`config.mk`:
```
export PLATFORM = sky130hd
export DESIGN_NAME = fcsr_regs
export DESIGN_NICKNAME = d
export VERILOG_FILES = /design/src/fcsr_regs.v
export VERILOG_INCLUDE_DIRS = /design/src
export SDC_FILE = /design/constraint.sdc
export NUM_CORES = 1
export LEC_CHECK = 0
export ABC_CLOCK_PERIOD_IN_PS = 18300
export BUFFER_PORTS_ARGS = -buffer_cell sky130_fd_sc_hd__buf_2
export CAP_MARGIN = 15
export CORE_UTILIZATION = 23
export DETAILED_ROUTE_END_ITERATION = 10
export PLACE_DENSITY = 0.41
export SYNTH_ARGS = -nofsm -noshare
export SYNTH_HDL_FRONTEND = slang
export SYNTH_SLANG_ARGS = --single-unit
```
`constraint.sdc`:
```
create_clock -name sys_clk -period 18.3 [get_ports sys_clk]
set_input_delay 1.83 -clock sys_clk [delete_from_list [all_inputs] [get_ports sys_clk]]
set_output_delay 1.83 -clock sys_clk [all_outputs]
set_load 0.01 [all_outputs]
```
`src/fcsr_defs.vh`:
```
// Purpose: Constants for the floating-point control and status register set
// Assumes: Included by fcsr_regs.v only
// Notes:   Offsets are register indices, byte address is four times the index
`ifndef FCSR_DEFS_VH
`define FCSR_DEFS_VH

// ****************************************************************
// Register indices and byte addresses
// ****************************************************************
`define FCSR_IDX_STATUS      12'h822
`define FCSR_IDX_CONTROL     12'h824
`define FCSR_ADDR_STATUS     14'h2088
`define FCSR_ADDR_CONTROL    14'h2090

// ****************************************************************
// Reset values and masks
// ****************************************************************
`define FCSR_STATUS_RESET    32'h00000000
`define FCSR_CONTROL_RESET   32'h00000000
`define FCSR_CONTROL_MASK    32'h0000FF70
`define FCSR_STATUS_MASK     32'h0F00FFF8
`define FCSR_DEFAULT_NAN     64'h7FFFFFFFFFFFFFFF

// ****************************************************************
// Field positions
// ****************************************************************
`define FCSR_TRAP_HI         15
`define FCSR_TRAP_LO         8
`define FCSR_ROUNDING_WIDTH_SELECT_BIT        6
`define FCSR_RND_HI          5
`define FCSR_RND_LO          4
`define FCSR_CC_HI           27
`define FCSR_CC_LO           24
`define FCSR_EXC_HI          15
`define FCSR_EXC_LO          8
`define FCSR_ACC_HI          7
`define FCSR_ACC_LO          3

// Fault byte bit order
`define FCSR_F_UNORD         7
`define FCSR_F_INNAN         6
`define FCSR_F_OPERAND_ERROR         5
`define FCSR_F_OVERFLOW_FLAG          4
`define FCSR_F_UNDERFLOW_FLAG          3
`define FCSR_F_DZ            2
`define FCSR_F_PRECISION_LOSS          1
`define FCSR_F_IDE           0

// Accrued byte bit order
`define FCSR_A_IOP           4
`define FCSR_A_OVERFLOW_FLAG          3
`define FCSR_A_UNDERFLOW_FLAG          2
`define FCSR_A_DZ            1
`define FCSR_A_PRECISION_LOSS          0

`endif

```
`src/fcsr_regs.v`:
```
// Purpose: Architectural data, control and status registers of the float unit
// Assumes: Single core clock sys_clk at 20 MHz, pipeline drives all strobes
// Notes:   Datapath, rounding and instruction address register live elsewhere
//
// Behaviour
// - Eight 64-bit data registers always hold double-precision values.
// - External operands are widened to double before storing or use.
// - Reset or null restore loads every data register with positive quiet NaN.
// - Control bits 15..8 are trap enables in fixed class order.
// - Each enable gates its own class; move and restore access control.
// - Reset or null restore clears control; all-zero control never traps.
// - Control bit 6 selects single (1) or double (0) rounding precision.
// - Control bits 5..4 select nearest, zero, down or up rounding.
// - Reserved control bits read zero; software keeps them cleared.
// - Status fully move/restore accessible; reset or null restore clears it.
// - Status bits 27..24 hold N, Z, I, NaN after arithmetic completes.
// - Stores, multi-register moves and system moves keep condition codes.
// - Status bits 15..8 hold the latest fault byte in trap order.
// - Fault byte cleared per capable operation; branch touches only unordered bit.
// - Operations unable to fault leave the fault byte untouched.
// - Arithmetic end ORs fault combinations into accrued bits 7..3.
// - Accrued bits stay set until status write, reset or null restore.
// - Writing accrued bits neither raises nor blocks a trap.
// - Accrued overflow, divide and precision OR in matching fault bits.
// - Accrued invalid ORs three faults; underflow ORs underflow AND precision.
`include "fcsr_defs.vh"
`default_nettype none

module fcsr_regs (
    input  wire        sys_clk,
    input  wire        rst,
    input  wire        null_restore,
    input  wire        data_wr,
    input  wire [2:0]  data_wr_sel,
    input  wire        data_wr_single,
    input  wire [63:0] data_wr_value,
    input  wire [2:0]  data_rd_sel,
    output reg  [63:0] data_rd_value,
    input  wire        ctl_wr,
    input  wire [11:0] ctl_idx,
    input  wire [31:0] ctl_wdata,
    output reg  [31:0] ctl_rdata,
    input  wire        arith_done,
    input  wire [3:0]  arith_cc,
    input  wire [7:0]  arith_faults,
    input  wire        move_done,
    input  wire [7:0]  move_faults,
    input  wire        branch_done,
    input  wire        branch_unordered,
    output wire        rounding_width_select,
    output wire [1:0]  rounding_mode_select,
    output wire        trap_request
);

// ****************************************************************
// Storage
// ****************************************************************
reg  [63:0] float_data_regs [0:7];
reg  [31:0] float_control;
reg  [31:0] float_status;
reg  [7:0]  next_fault;
reg  [4:0]  next_accrued;
reg  [3:0]  next_cc;
integer     i;

wire [7:0]  trap_enable_byte   = float_control[`FCSR_TRAP_HI:`FCSR_TRAP_LO];
wire [7:0]  current_fault_byte = float_status[`FCSR_EXC_HI:`FCSR_EXC_LO];
wire [4:0]  accrued_fault_byte = float_status[`FCSR_ACC_HI:`FCSR_ACC_LO];
wire [3:0]  condition_code_byte = float_status[`FCSR_CC_HI:`FCSR_CC_LO];
wire        wr_status  = ctl_wr && (ctl_idx == `FCSR_IDX_STATUS);
wire        wr_control = ctl_wr && (ctl_idx == `FCSR_IDX_CONTROL);

// Widen a single operand to double; exponent rebiased, specials kept
function [63:0] fcsr_widen;
    input [31:0] s;
    reg   [10:0] e;
    begin
        if (s[30:23] == 8'hFF) begin
            e = 11'h7FF;
        end else if (s[30:23] == 8'h00) begin
            e = 11'h000;  // Denormals become zero, hardware has no denormal support
        end else begin
            e = {3'h0, s[30:23]} + 11'h380;
        end
        if (s[30:23] == 8'h00) begin
            fcsr_widen = {s[31], 63'h0};
        end else begin
            fcsr_widen = {s[31], e, s[22:0], 29'h0};
        end
    end
endfunction

// ****************************************************************
// Control outputs
// ****************************************************************
assign rounding_width_select = float_control[`FCSR_ROUNDING_WIDTH_SELECT_BIT];
assign rounding_mode_select  = float_control[`FCSR_RND_HI:`FCSR_RND_LO];
// Trap follows the fault byte only; accrued bits have no path here
assign trap_request = |(current_fault_byte & trap_enable_byte);

// ****************************************************************
// Data registers
// ****************************************************************
always @(posedge sys_clk or posedge rst) begin
    if (rst) begin
        for (i = 0; i < 8; i = i + 1) begin
            float_data_regs[i] <= `FCSR_DEFAULT_NAN;
        end
    end else if (null_restore) begin
        for (i = 0; i < 8; i = i + 1) begin
            float_data_regs[i] <= `FCSR_DEFAULT_NAN;
        end
    end else if (data_wr) begin
        // Always stored as double
        float_data_regs[data_wr_sel] <= data_wr_single ?
            fcsr_widen(data_wr_value[31:0]) : data_wr_value;
    end
end

// Registered read port
always @(posedge sys_clk or posedge rst) begin
    if (rst) begin
        data_rd_value <= 64'h0000000000000000;
    end else begin
        data_rd_value <= float_data_regs[data_rd_sel];
    end
end

// ****************************************************************
// Control register
// ****************************************************************
always @(posedge sys_clk or posedge rst) begin
    if (rst) begin
        float_control <= `FCSR_CONTROL_RESET;
    end else if (null_restore) begin
        float_control <= `FCSR_CONTROL_RESET;
    end else if (wr_control) begin
        float_control <= ctl_wdata & `FCSR_CONTROL_MASK;
    end
end

// ****************************************************************
// Status next-state
// ****************************************************************
// Priority: software write, then arithmetic, then move, then branch
always @* begin
    next_cc      = condition_code_byte;
    next_fault   = current_fault_byte;
    next_accrued = accrued_fault_byte;
    if (arith_done) begin
        next_cc    = arith_cc;
        next_fault = arith_faults;
    end else if (move_done) begin
        next_fault = move_faults;
    end else if (branch_done) begin
        next_fault[`FCSR_F_UNORD] = branch_unordered;
    end
    if (arith_done || move_done) begin
        next_accrued[`FCSR_A_IOP] = accrued_fault_byte[`FCSR_A_IOP]
            | next_fault[`FCSR_F_UNORD] | next_fault[`FCSR_F_INNAN]
            | next_fault[`FCSR_F_OPERAND_ERROR];
        next_accrued[`FCSR_A_OVERFLOW_FLAG] = accrued_fault_byte[`FCSR_A_OVERFLOW_FLAG]
            | next_fault[`FCSR_F_OVERFLOW_FLAG];
        next_accrued[`FCSR_A_UNDERFLOW_FLAG] = accrued_fault_byte[`FCSR_A_UNDERFLOW_FLAG]
            | (next_fault[`FCSR_F_UNDERFLOW_FLAG] & next_fault[`FCSR_F_PRECISION_LOSS]);
        next_accrued[`FCSR_A_DZ] = accrued_fault_byte[`FCSR_A_DZ]
            | next_fault[`FCSR_F_DZ];
        next_accrued[`FCSR_A_PRECISION_LOSS] = accrued_fault_byte[`FCSR_A_PRECISION_LOSS]
            | next_fault[`FCSR_F_PRECISION_LOSS];
    end else if (branch_done) begin
        // Branch only updates invalid operation
        next_accrued[`FCSR_A_IOP] = accrued_fault_byte[`FCSR_A_IOP]
            | branch_unordered;
    end
end

// ****************************************************************
// Status register
// ****************************************************************
always @(posedge sys_clk or posedge rst) begin
    if (rst) begin
        float_status <= `FCSR_STATUS_RESET;
    end else if (null_restore) begin
        float_status <= `FCSR_STATUS_RESET;
    end else if (wr_status) begin
        // Software write replaces everything, accrued bits included
        float_status <= ctl_wdata & `FCSR_STATUS_MASK;
    end else begin
        float_status <= {4'h0, next_cc, 8'h00, next_fault, next_accrued, 3'h0};
    end
end

// ****************************************************************
// Register read
// ****************************************************************
always @(posedge sys_clk or posedge rst) begin
    if (rst) begin
        ctl_rdata <= 32'h00000000;
    end else if (ctl_idx == `FCSR_IDX_STATUS) begin
        ctl_rdata <= float_status;
    end else if (ctl_idx == `FCSR_IDX_CONTROL) begin
        ctl_rdata <= float_control;
    end else begin
        ctl_rdata <= 32'h00000000;
    end
end

endmodule // fcsr_regs

`default_nettype wire

```
==> flow_summary.yaml, run 1 <==
worst_setup_path:
  cp_top_family: "buffers and inverters"
  start_kind: "input pin"
  critPathBufInv: 5
  critPathKind: "input pin to async pin"
  cp_cell_sequence: "buf_2 > clkinvlp_4 > buf_4 > buf_4 > buf_4"
  crit_fanout: 70
  reg2reg_from: "float_data_regs[57]"
  r2r-end: "data_rd_value[57]"
  max_stage_delay_ns: 0.81
  setup.worst_path.end_class: "async pin"
  cp_common_cell: "buf_4"
  required_ns: 18.92
  reg2reg_slack_ns: 16.95
  slowest_stage: "buf_4"
  arrival_ns: 4.94
  reg2reg_depth: 2
cts:
  cts_buffers: 78
  clock_path_buffers: 3
  cts_hold_buffers: 0
  cts_tree: "done"
  cts.clk_slew.worst_paths_ns: 0.06
  cts_setup_buffers: 0
  clock_sinks: 621
  clock-root-buffer: "clkbuf_16"
  cts_htree_levels: 3
  worst_skew_pair.late_latency_ns: 0.63
  post_cts_resized: 0
finish:
  synthToLayoutAreaGrowth_pct: 16.8
  nets: 2592
  stdcell_area_um2: 33900
  drive_gt1_frac: 0.448
  nFillCells: 12851
  fin_util: 0.271
global_route:
  met1_usage: 0.209
  grt.busiest_layer: "met2"
  grt_pass1_vias: 21597
  grt_max_degree: 155
  grt_first_pass_wirelength_mm: 142
  antenna_found_initial: 7
  globalRouteMet2Util: 0.232
  overflow: 0
  gr-usage-met3: 0.0244
  grt.total_usage: 0.148
drt:
  drc: 0
  drt_first_pass_iters: 5
  ant_nets: 0
  avgViaCountPerCell: 4.90
  routed_wl_mm: 94.7
  wire_per_inst_um: 22.8
  vias: 20406
  drt_iter0_markers: 1350
worst_hold_path:
  hold_depth: 2
  hold_class: "register to register"
  min_from: "float_data_regs[510]"
  min_to: "float_data_regs[510]"
logic_synthesis:
  synth_ff_type: "dfstp_2"
  synth-seq-area-share: 0.556
  syn_area_um2: 29100
  postSynthAreaPerCell_um2: 12.2
  synth_edf_count: 0
  netlist_instances: 2385
  yosysWarnings: 0
  yosys.cell_types.count: 48
  synthArstFlopShare: 1.00
  ys_ff_latch: 621
timing:
  maxSlewHeadroom: 0.222
  tns_ns: 0
  drv_slew: 0
  timing.final.crit_period_ns: 4.32
  fin_crit_sh: 0.236
  setup_violations: 0
  finalClockSkew_ns: 0.0158
  report.final.hold_viol_count: 0
  fmax_mhz: 231
  worst_slack_ns: 13.98
  worst_slew_pin_slew_ns: 1.17
  rsz0062_at_grt: "false"
job:
  drv_cap: 0
placement:
  gp_congestion: 0.764
  pre_cts_slack_ns: 13.17
  placed_cell_area_um2: 31400
  hpwl_mm: 57.0
  numPortBuffers: 213
run_status:
  run_status: "finished, final reports clean"
die:
  num_rows: 130
  initial_utilization: 0.232
  die_w_um: 357
  dieArea_um2: 128000
  io_pins: 244
  core_um2: 125000
  dieHeight_um: 357
power_and_ir_drop:
  p_total_mw: 3.30
  peakVddDrop_mv: 0.0589
  power.leakage_nw: 13.2
  p_per_area_nw_per_um2: 97.1
==> how the worst max path moves through the flow <==
| stage | start | end | slack (ns) | cells past startpoint |
|---|---|---|---|---|
| after floorplan | rst | ctl_rdata[10] | 8.40 | 1 |
| after global placement | rst | data_rd_value[23] | 13.36 | 5 |
| after detailed placement | rst | data_rd_value[23] | 13.17 | 5 |
| after CTS | rst | data_rd_value[23] | 13.83 | 5 |
| after global routing | rst | data_rd_value[23] | 13.52 | 5 |
| final | rst | data_rd_value[23] | 13.98 | 5 |
==> flip-flops by register name, indices dropped and copies added, names as in the netlist <==
name and cells:
float_control 11, ctl_rdata 17, data_rd_value 64, float_data_regs 512
float_status 17
==> final cells by class <==
type                    instances  area, um2  area share
diodes                          5       12.5    0.000369
flip-flops and latches        621      16200       0.476
clock buffers                 122       2320      0.0683
multi-input cells            1491      11800       0.347
inverters                       5       30.0    0.000885
well taps                    1650       2060      0.0608
repair buffers                251       1420      0.0417
clock inverters                17        139     0.00409
==> worst register-to-register path, stage by stage, from the launching register on <==
cell and delay, ns:
dfstp_2 0.37, mux4_2 0.47, mux2_2 0.36
==> layer usage <==
metal  routed length [um]  up-vias
met4                 2090        2
met2                43400      641
li1                     -     8874
met1                43900    10753
met3                 5310      136
met5                    7        -
==> synth_stat cells (all sizes together), types with 2 or more instances <==
master,n,area [um2]
nand2b,33,206
a22oi,4,30.0
inv,5,18.8
a22o,11,96.3
o211ai,276,2070
o31ai,47,669
dfstp,504,13200
a31o,2,17.5
clkbuf,193,724
mux2,89,1000
a211o,157,1380
dfrtp,117,2930
nand2,305,1140
o21ai,81,405
o31a,6,52.6
nor3b,4,35.0
nor2b,10,62.6
nor4b,2,17.5
nand3,12,60.1
buf,89,480
a21oi,46,230
mux2i,25,250
and2,9,56.3
nand4,5,31.3
a211oi,11,82.6
nor3,11,55.1
and3b,2,17.5
nor2,188,706
mux4,128,2880
==> per-stage QoR <==
stage / instances / hold WS (ns)
floorplan: 2399 / 0.446
global route: 4157 / 0.492
finish: 4162 / 0.477
detailed placement: 4014 / 0.466
global placement: 4014 / 0.465
CTS: 4153 / 0.474
==> cell families after synthesis <==
kind of cell / after synthesis / synth area share
AOI/OAI and AO/OA: 644 / 0.174
DFF: 621 / 0.556
and+or+nand+nor: 590 / 0.0849
buffers and inverters: 287 / 0.0421
muxes: 242 / 0.142
other: 1 / 0.000129
==> power by group <==
part	switching (mW)	leakage, nW	internal (mW)
Combinational	0.200	5.41	0.106
Clock	0.612	1.21	0.883
Sequential	0.0312	6.62	1.46
==> placed cells by master, fill, tap and decap left out, types with 3 or more instances in the layout <==
master,n
diode_2,5
buf_2,208
clkbuf_8,18
o31a_1,6
buf_4,34
a21oi_1,46
nor3_1,11
and2_1,9
o31ai_4,23
o211ai_1,276
dfstp_2,504
clkbuf_16,80
dfrtp_1,117
o21ai_0,81
a22o_1,11
mux2i_1,25
nand3_1,9
a22oi_1,4
mux4_2,128
clkbuf_1,26
conb_1,15
mux2_2,89
a211o_1,157
inv_6,3
nand2b_1,33
clkinv_2,10
nand2_1,303
nand4_1,5
inv_1,3
o31ai_1,24
nor2_1,188
nor2b_1,10
a211oi_1,11
nand3_4,3
No activity file was read; power rests on OpenSTA's default activity.
==> run 2: changes to the inputs <==
Settings changed: ABC_AREA set to 1, ABC_CLOCK_PERIOD_IN_PS 18300 to 4460, PLACE_DENSITY 0.41 to 0.4.
Clock period 18.3 ns to 4.46 ns, I/O delays scaled along.
==> run 2 against run 1 <==
- clock-buffer cell count is 4 lower
- critical path depth is 1 higher
- via count is 16% higher
- non-clock buffer count is 24 higher
- power grew to 4.3 times the previous value
- worst hold slack worse by 0.40 ns
- critical path type is now input pin to register
- largest cell class unchanged
==> flow_summary.yaml, run 2 <==
drt:
  drc: 0
  avgViaCountPerCell: 4.57
  drt_iter0_markers: 1649
  vias: 23696
  routed_wl_mm: 108
  ant_nets: 0
  wire_per_inst_um: 20.9
  drt_first_pass_iters: 5
timing:
  fin_crit_sh: 0.543
  worst_slack_ns: 2.04
  maxSlewHeadroom: 0.185
  setup_violations: 0
  timing.final.crit_period_ns: 2.42
  fmax_mhz: 413
  finalClockSkew_ns: 0.0194
  rsz0062_at_grt: "false"
  report.final.hold_viol_count: 0
  drv_slew: 0
  worst_slew_pin_slew_ns: 1.21
worst_setup_path:
  start_kind: "input pin"
  critPathKind: "input pin to register"
  required_ns: 4.89
  reg2reg_from: "float_data_regs[417]"
  crit_fanout: 77
  arrival_ns: 2.85
  setup.worst_path.end_class: "register"
  startpoint: "data_rd_sel[0]"
logic_synthesis:
  ys_ff_latch: 621
  syn_area_um2: 28400
  yosys.cell_types.count: 30
  synth-seq-area-share: 0.569
  yosys-top-cells-count: "592 x nand2_1, 556 x o21ai_0, 504 x dfstp_2, 432 x inv_1, 372 x nor2_1"
  synth.most_common_cell: "nand2_1"
  synth_ff_type: "dfstp_2"
  netlist_instances: 3359
  synth_edf_count: 0
  synth_top_area_frac: 0.466
  synthArstFlopShare: 1.00
  postSynthAreaPerCell_um2: 8.47
  yosysTopAreaCell: "dfstp_2"
  yosysWarnings: 0
  synth.top_cells.by_area: "dfstp_2 47%, dfrtp_1 10%, o21ai_0 9.8%, nand2_1 7.8%, inv_1 5.7%"
finish:
  synthToLayoutAreaGrowth_pct: 18.9
  stdcell_area_um2: 33800
  fin_util: 0.277
  drive_gt1_frac: 0.261
  nets: 3638
  multiInputGateArea_um2: 9680
  reg.largest.list: "float_data_regs x512, data_rd_value x64"
  largest_register_ffs: 512
  top_register: "float_data_regs"
  final_common_cell: "nand2_1"
  nFillCells: 13275
  layout_common_cells: "587 x nand2_1, 555 x o21ai_0, 504 x dfstp_2, 427 x inv_1, 369 x nor2_1"
  area.sequential_um2: 16200
  layout.cells.non_filler: 5185
die:
  dieHeight_um: 354
  core_um2: 122000
  num_rows: 128
  io_pins: 244
  initial_utilization: 0.233
  dieArea_um2: 125000
  die_w_um: 354
placement:
  placedCellCount: 5040
  hpwl_mm: 65.2
  gp_congestion: 0.758
  pre_cts_slack_ns: 1.47
  placed_cell_area_um2: 31200
  numPortBuffers: 213
cts:
  cts_htree_levels: 3
  cts_setup_buffers: 0
  post_cts_resized: 0
  worst_skew_pair.late_latency_ns: 0.64
  cts_buffers: 77
  clock_path_buffers: 3
  clock_sinks: 621
  cts.clk_slew.worst_paths_ns: 0.06
  cts_hold_buffers: 0
  cts_tree: "done"
  clock-root-buffer: "clkbuf_16"
run_status:
  run_status: "finished, final reports clean"
global_route:
  grt_pass1_vias: 23472
  grt_max_degree: 139
  grt_first_pass_wirelength_mm: 161
  antenna_found_initial: 14
  overflow: 0
  grt.total_usage: 0.171
power_and_ir_drop:
  combPwrFrac: 0.106
  switchingPower_mw: 3.85
  peakVddDrop_mv: 0.241
  intPower_mw: 10.4
  p_seq_frac: 0.438
  p_per_area_nw_per_um2: 420
  clkPwrFrac: 0.456
  switching_share: 0.271
  power.leakage_nw: 14.2
job:
  drv_cap: 0
worst_hold_path:
  min_from: "ctl_wdata[5]"
  hold_class: "input pin to register"
## run 2: area by class of cell
type | count | area share
flip-flops and latches | 621 | 0.478
multi-input cells | 2075 | 0.286
clock buffers | 118 | 0.0675
well taps | 1625 | 0.0601
inverters | 444 | 0.0498
repair buffers | 275 | 0.0494
clock inverters | 24 | 0.00888
diodes | 3 | 0.000222
## run 2: power groups by stage
stage | sequential [mW] | clock [mW] | combinational, mW
3_3_place_gp | 6.30 | 0 | 1.54
6_report | 6.22 | 6.47 | 1.51
5_1_grt | 6.25 | 6.89 | 1.69
2_1_floorplan | 6.28 | 0 | 0.848
3_5_place_dp | 6.29 | 0 | 1.54
4_1_cts | 6.22 | 6.70 | 1.55
## run 2: cell families (layout without fill, tap and decap cells)
logic type,after synthesis,count (layout),share of synthesized area
compound gates,1055,1055,0.201
buf+inv,677,861,0.0941
flops,621,621,0.569
other cells,1,18,0.000132
simple gates,1005,1005,0.136
## run 2: per-layer routing
metal / GRT usage / vias up / part of all wire
met3: 0.0257 / 133 / 0.049
met5: 0 / - / 0.00075
li1: - / 11148 / -
met2: 0.256 / 590 / 0.43
met4: 0.0388 / 14 / 0.016
met1: 0.257 / 11811 / 0.51
## run 2: worst max-delay path, stage by stage
cell      delay [ns]
clkbuf_8        0.48
buf_4           0.74
o21ai_0         0.15
o21ai_0         0.17
a21oi_1         0.08
a31oi_1         0.73
## run 2: through the flow
| stage | setup TNS, ns | power, mW | hold slack [ns] |
|---|---|---|---|
| after detailed placement | 0 | 7.84 | 0.465 |
| after floorplan | -1371.83 | 7.13 | 0.448 |
| after CTS | 0 | 14.5 | 0.0228 |
| after global routing | 0 | 14.8 | 0.0587 |
| after global placement | 0 | 7.84 | 0.463 |
| final | 0 | 14.2 | 0.0732 |
## run 2: final timing paths
path / cells past startpoint / to / slack [ns]
worst max-delay path: 6 / data_rd_value[33] / 2.04
worst min-delay path: 3 / float_control[5] / 0.07
min in group asynchronous: 2 / float_data_regs[411] / 0.30
max in group asynchronous: 4 / float_data_regs[169] / 3.15
worst max register to register: 4 / data_rd_value[33] / 2.64
worst min register to register: 2 / float_status[24] / 0.48
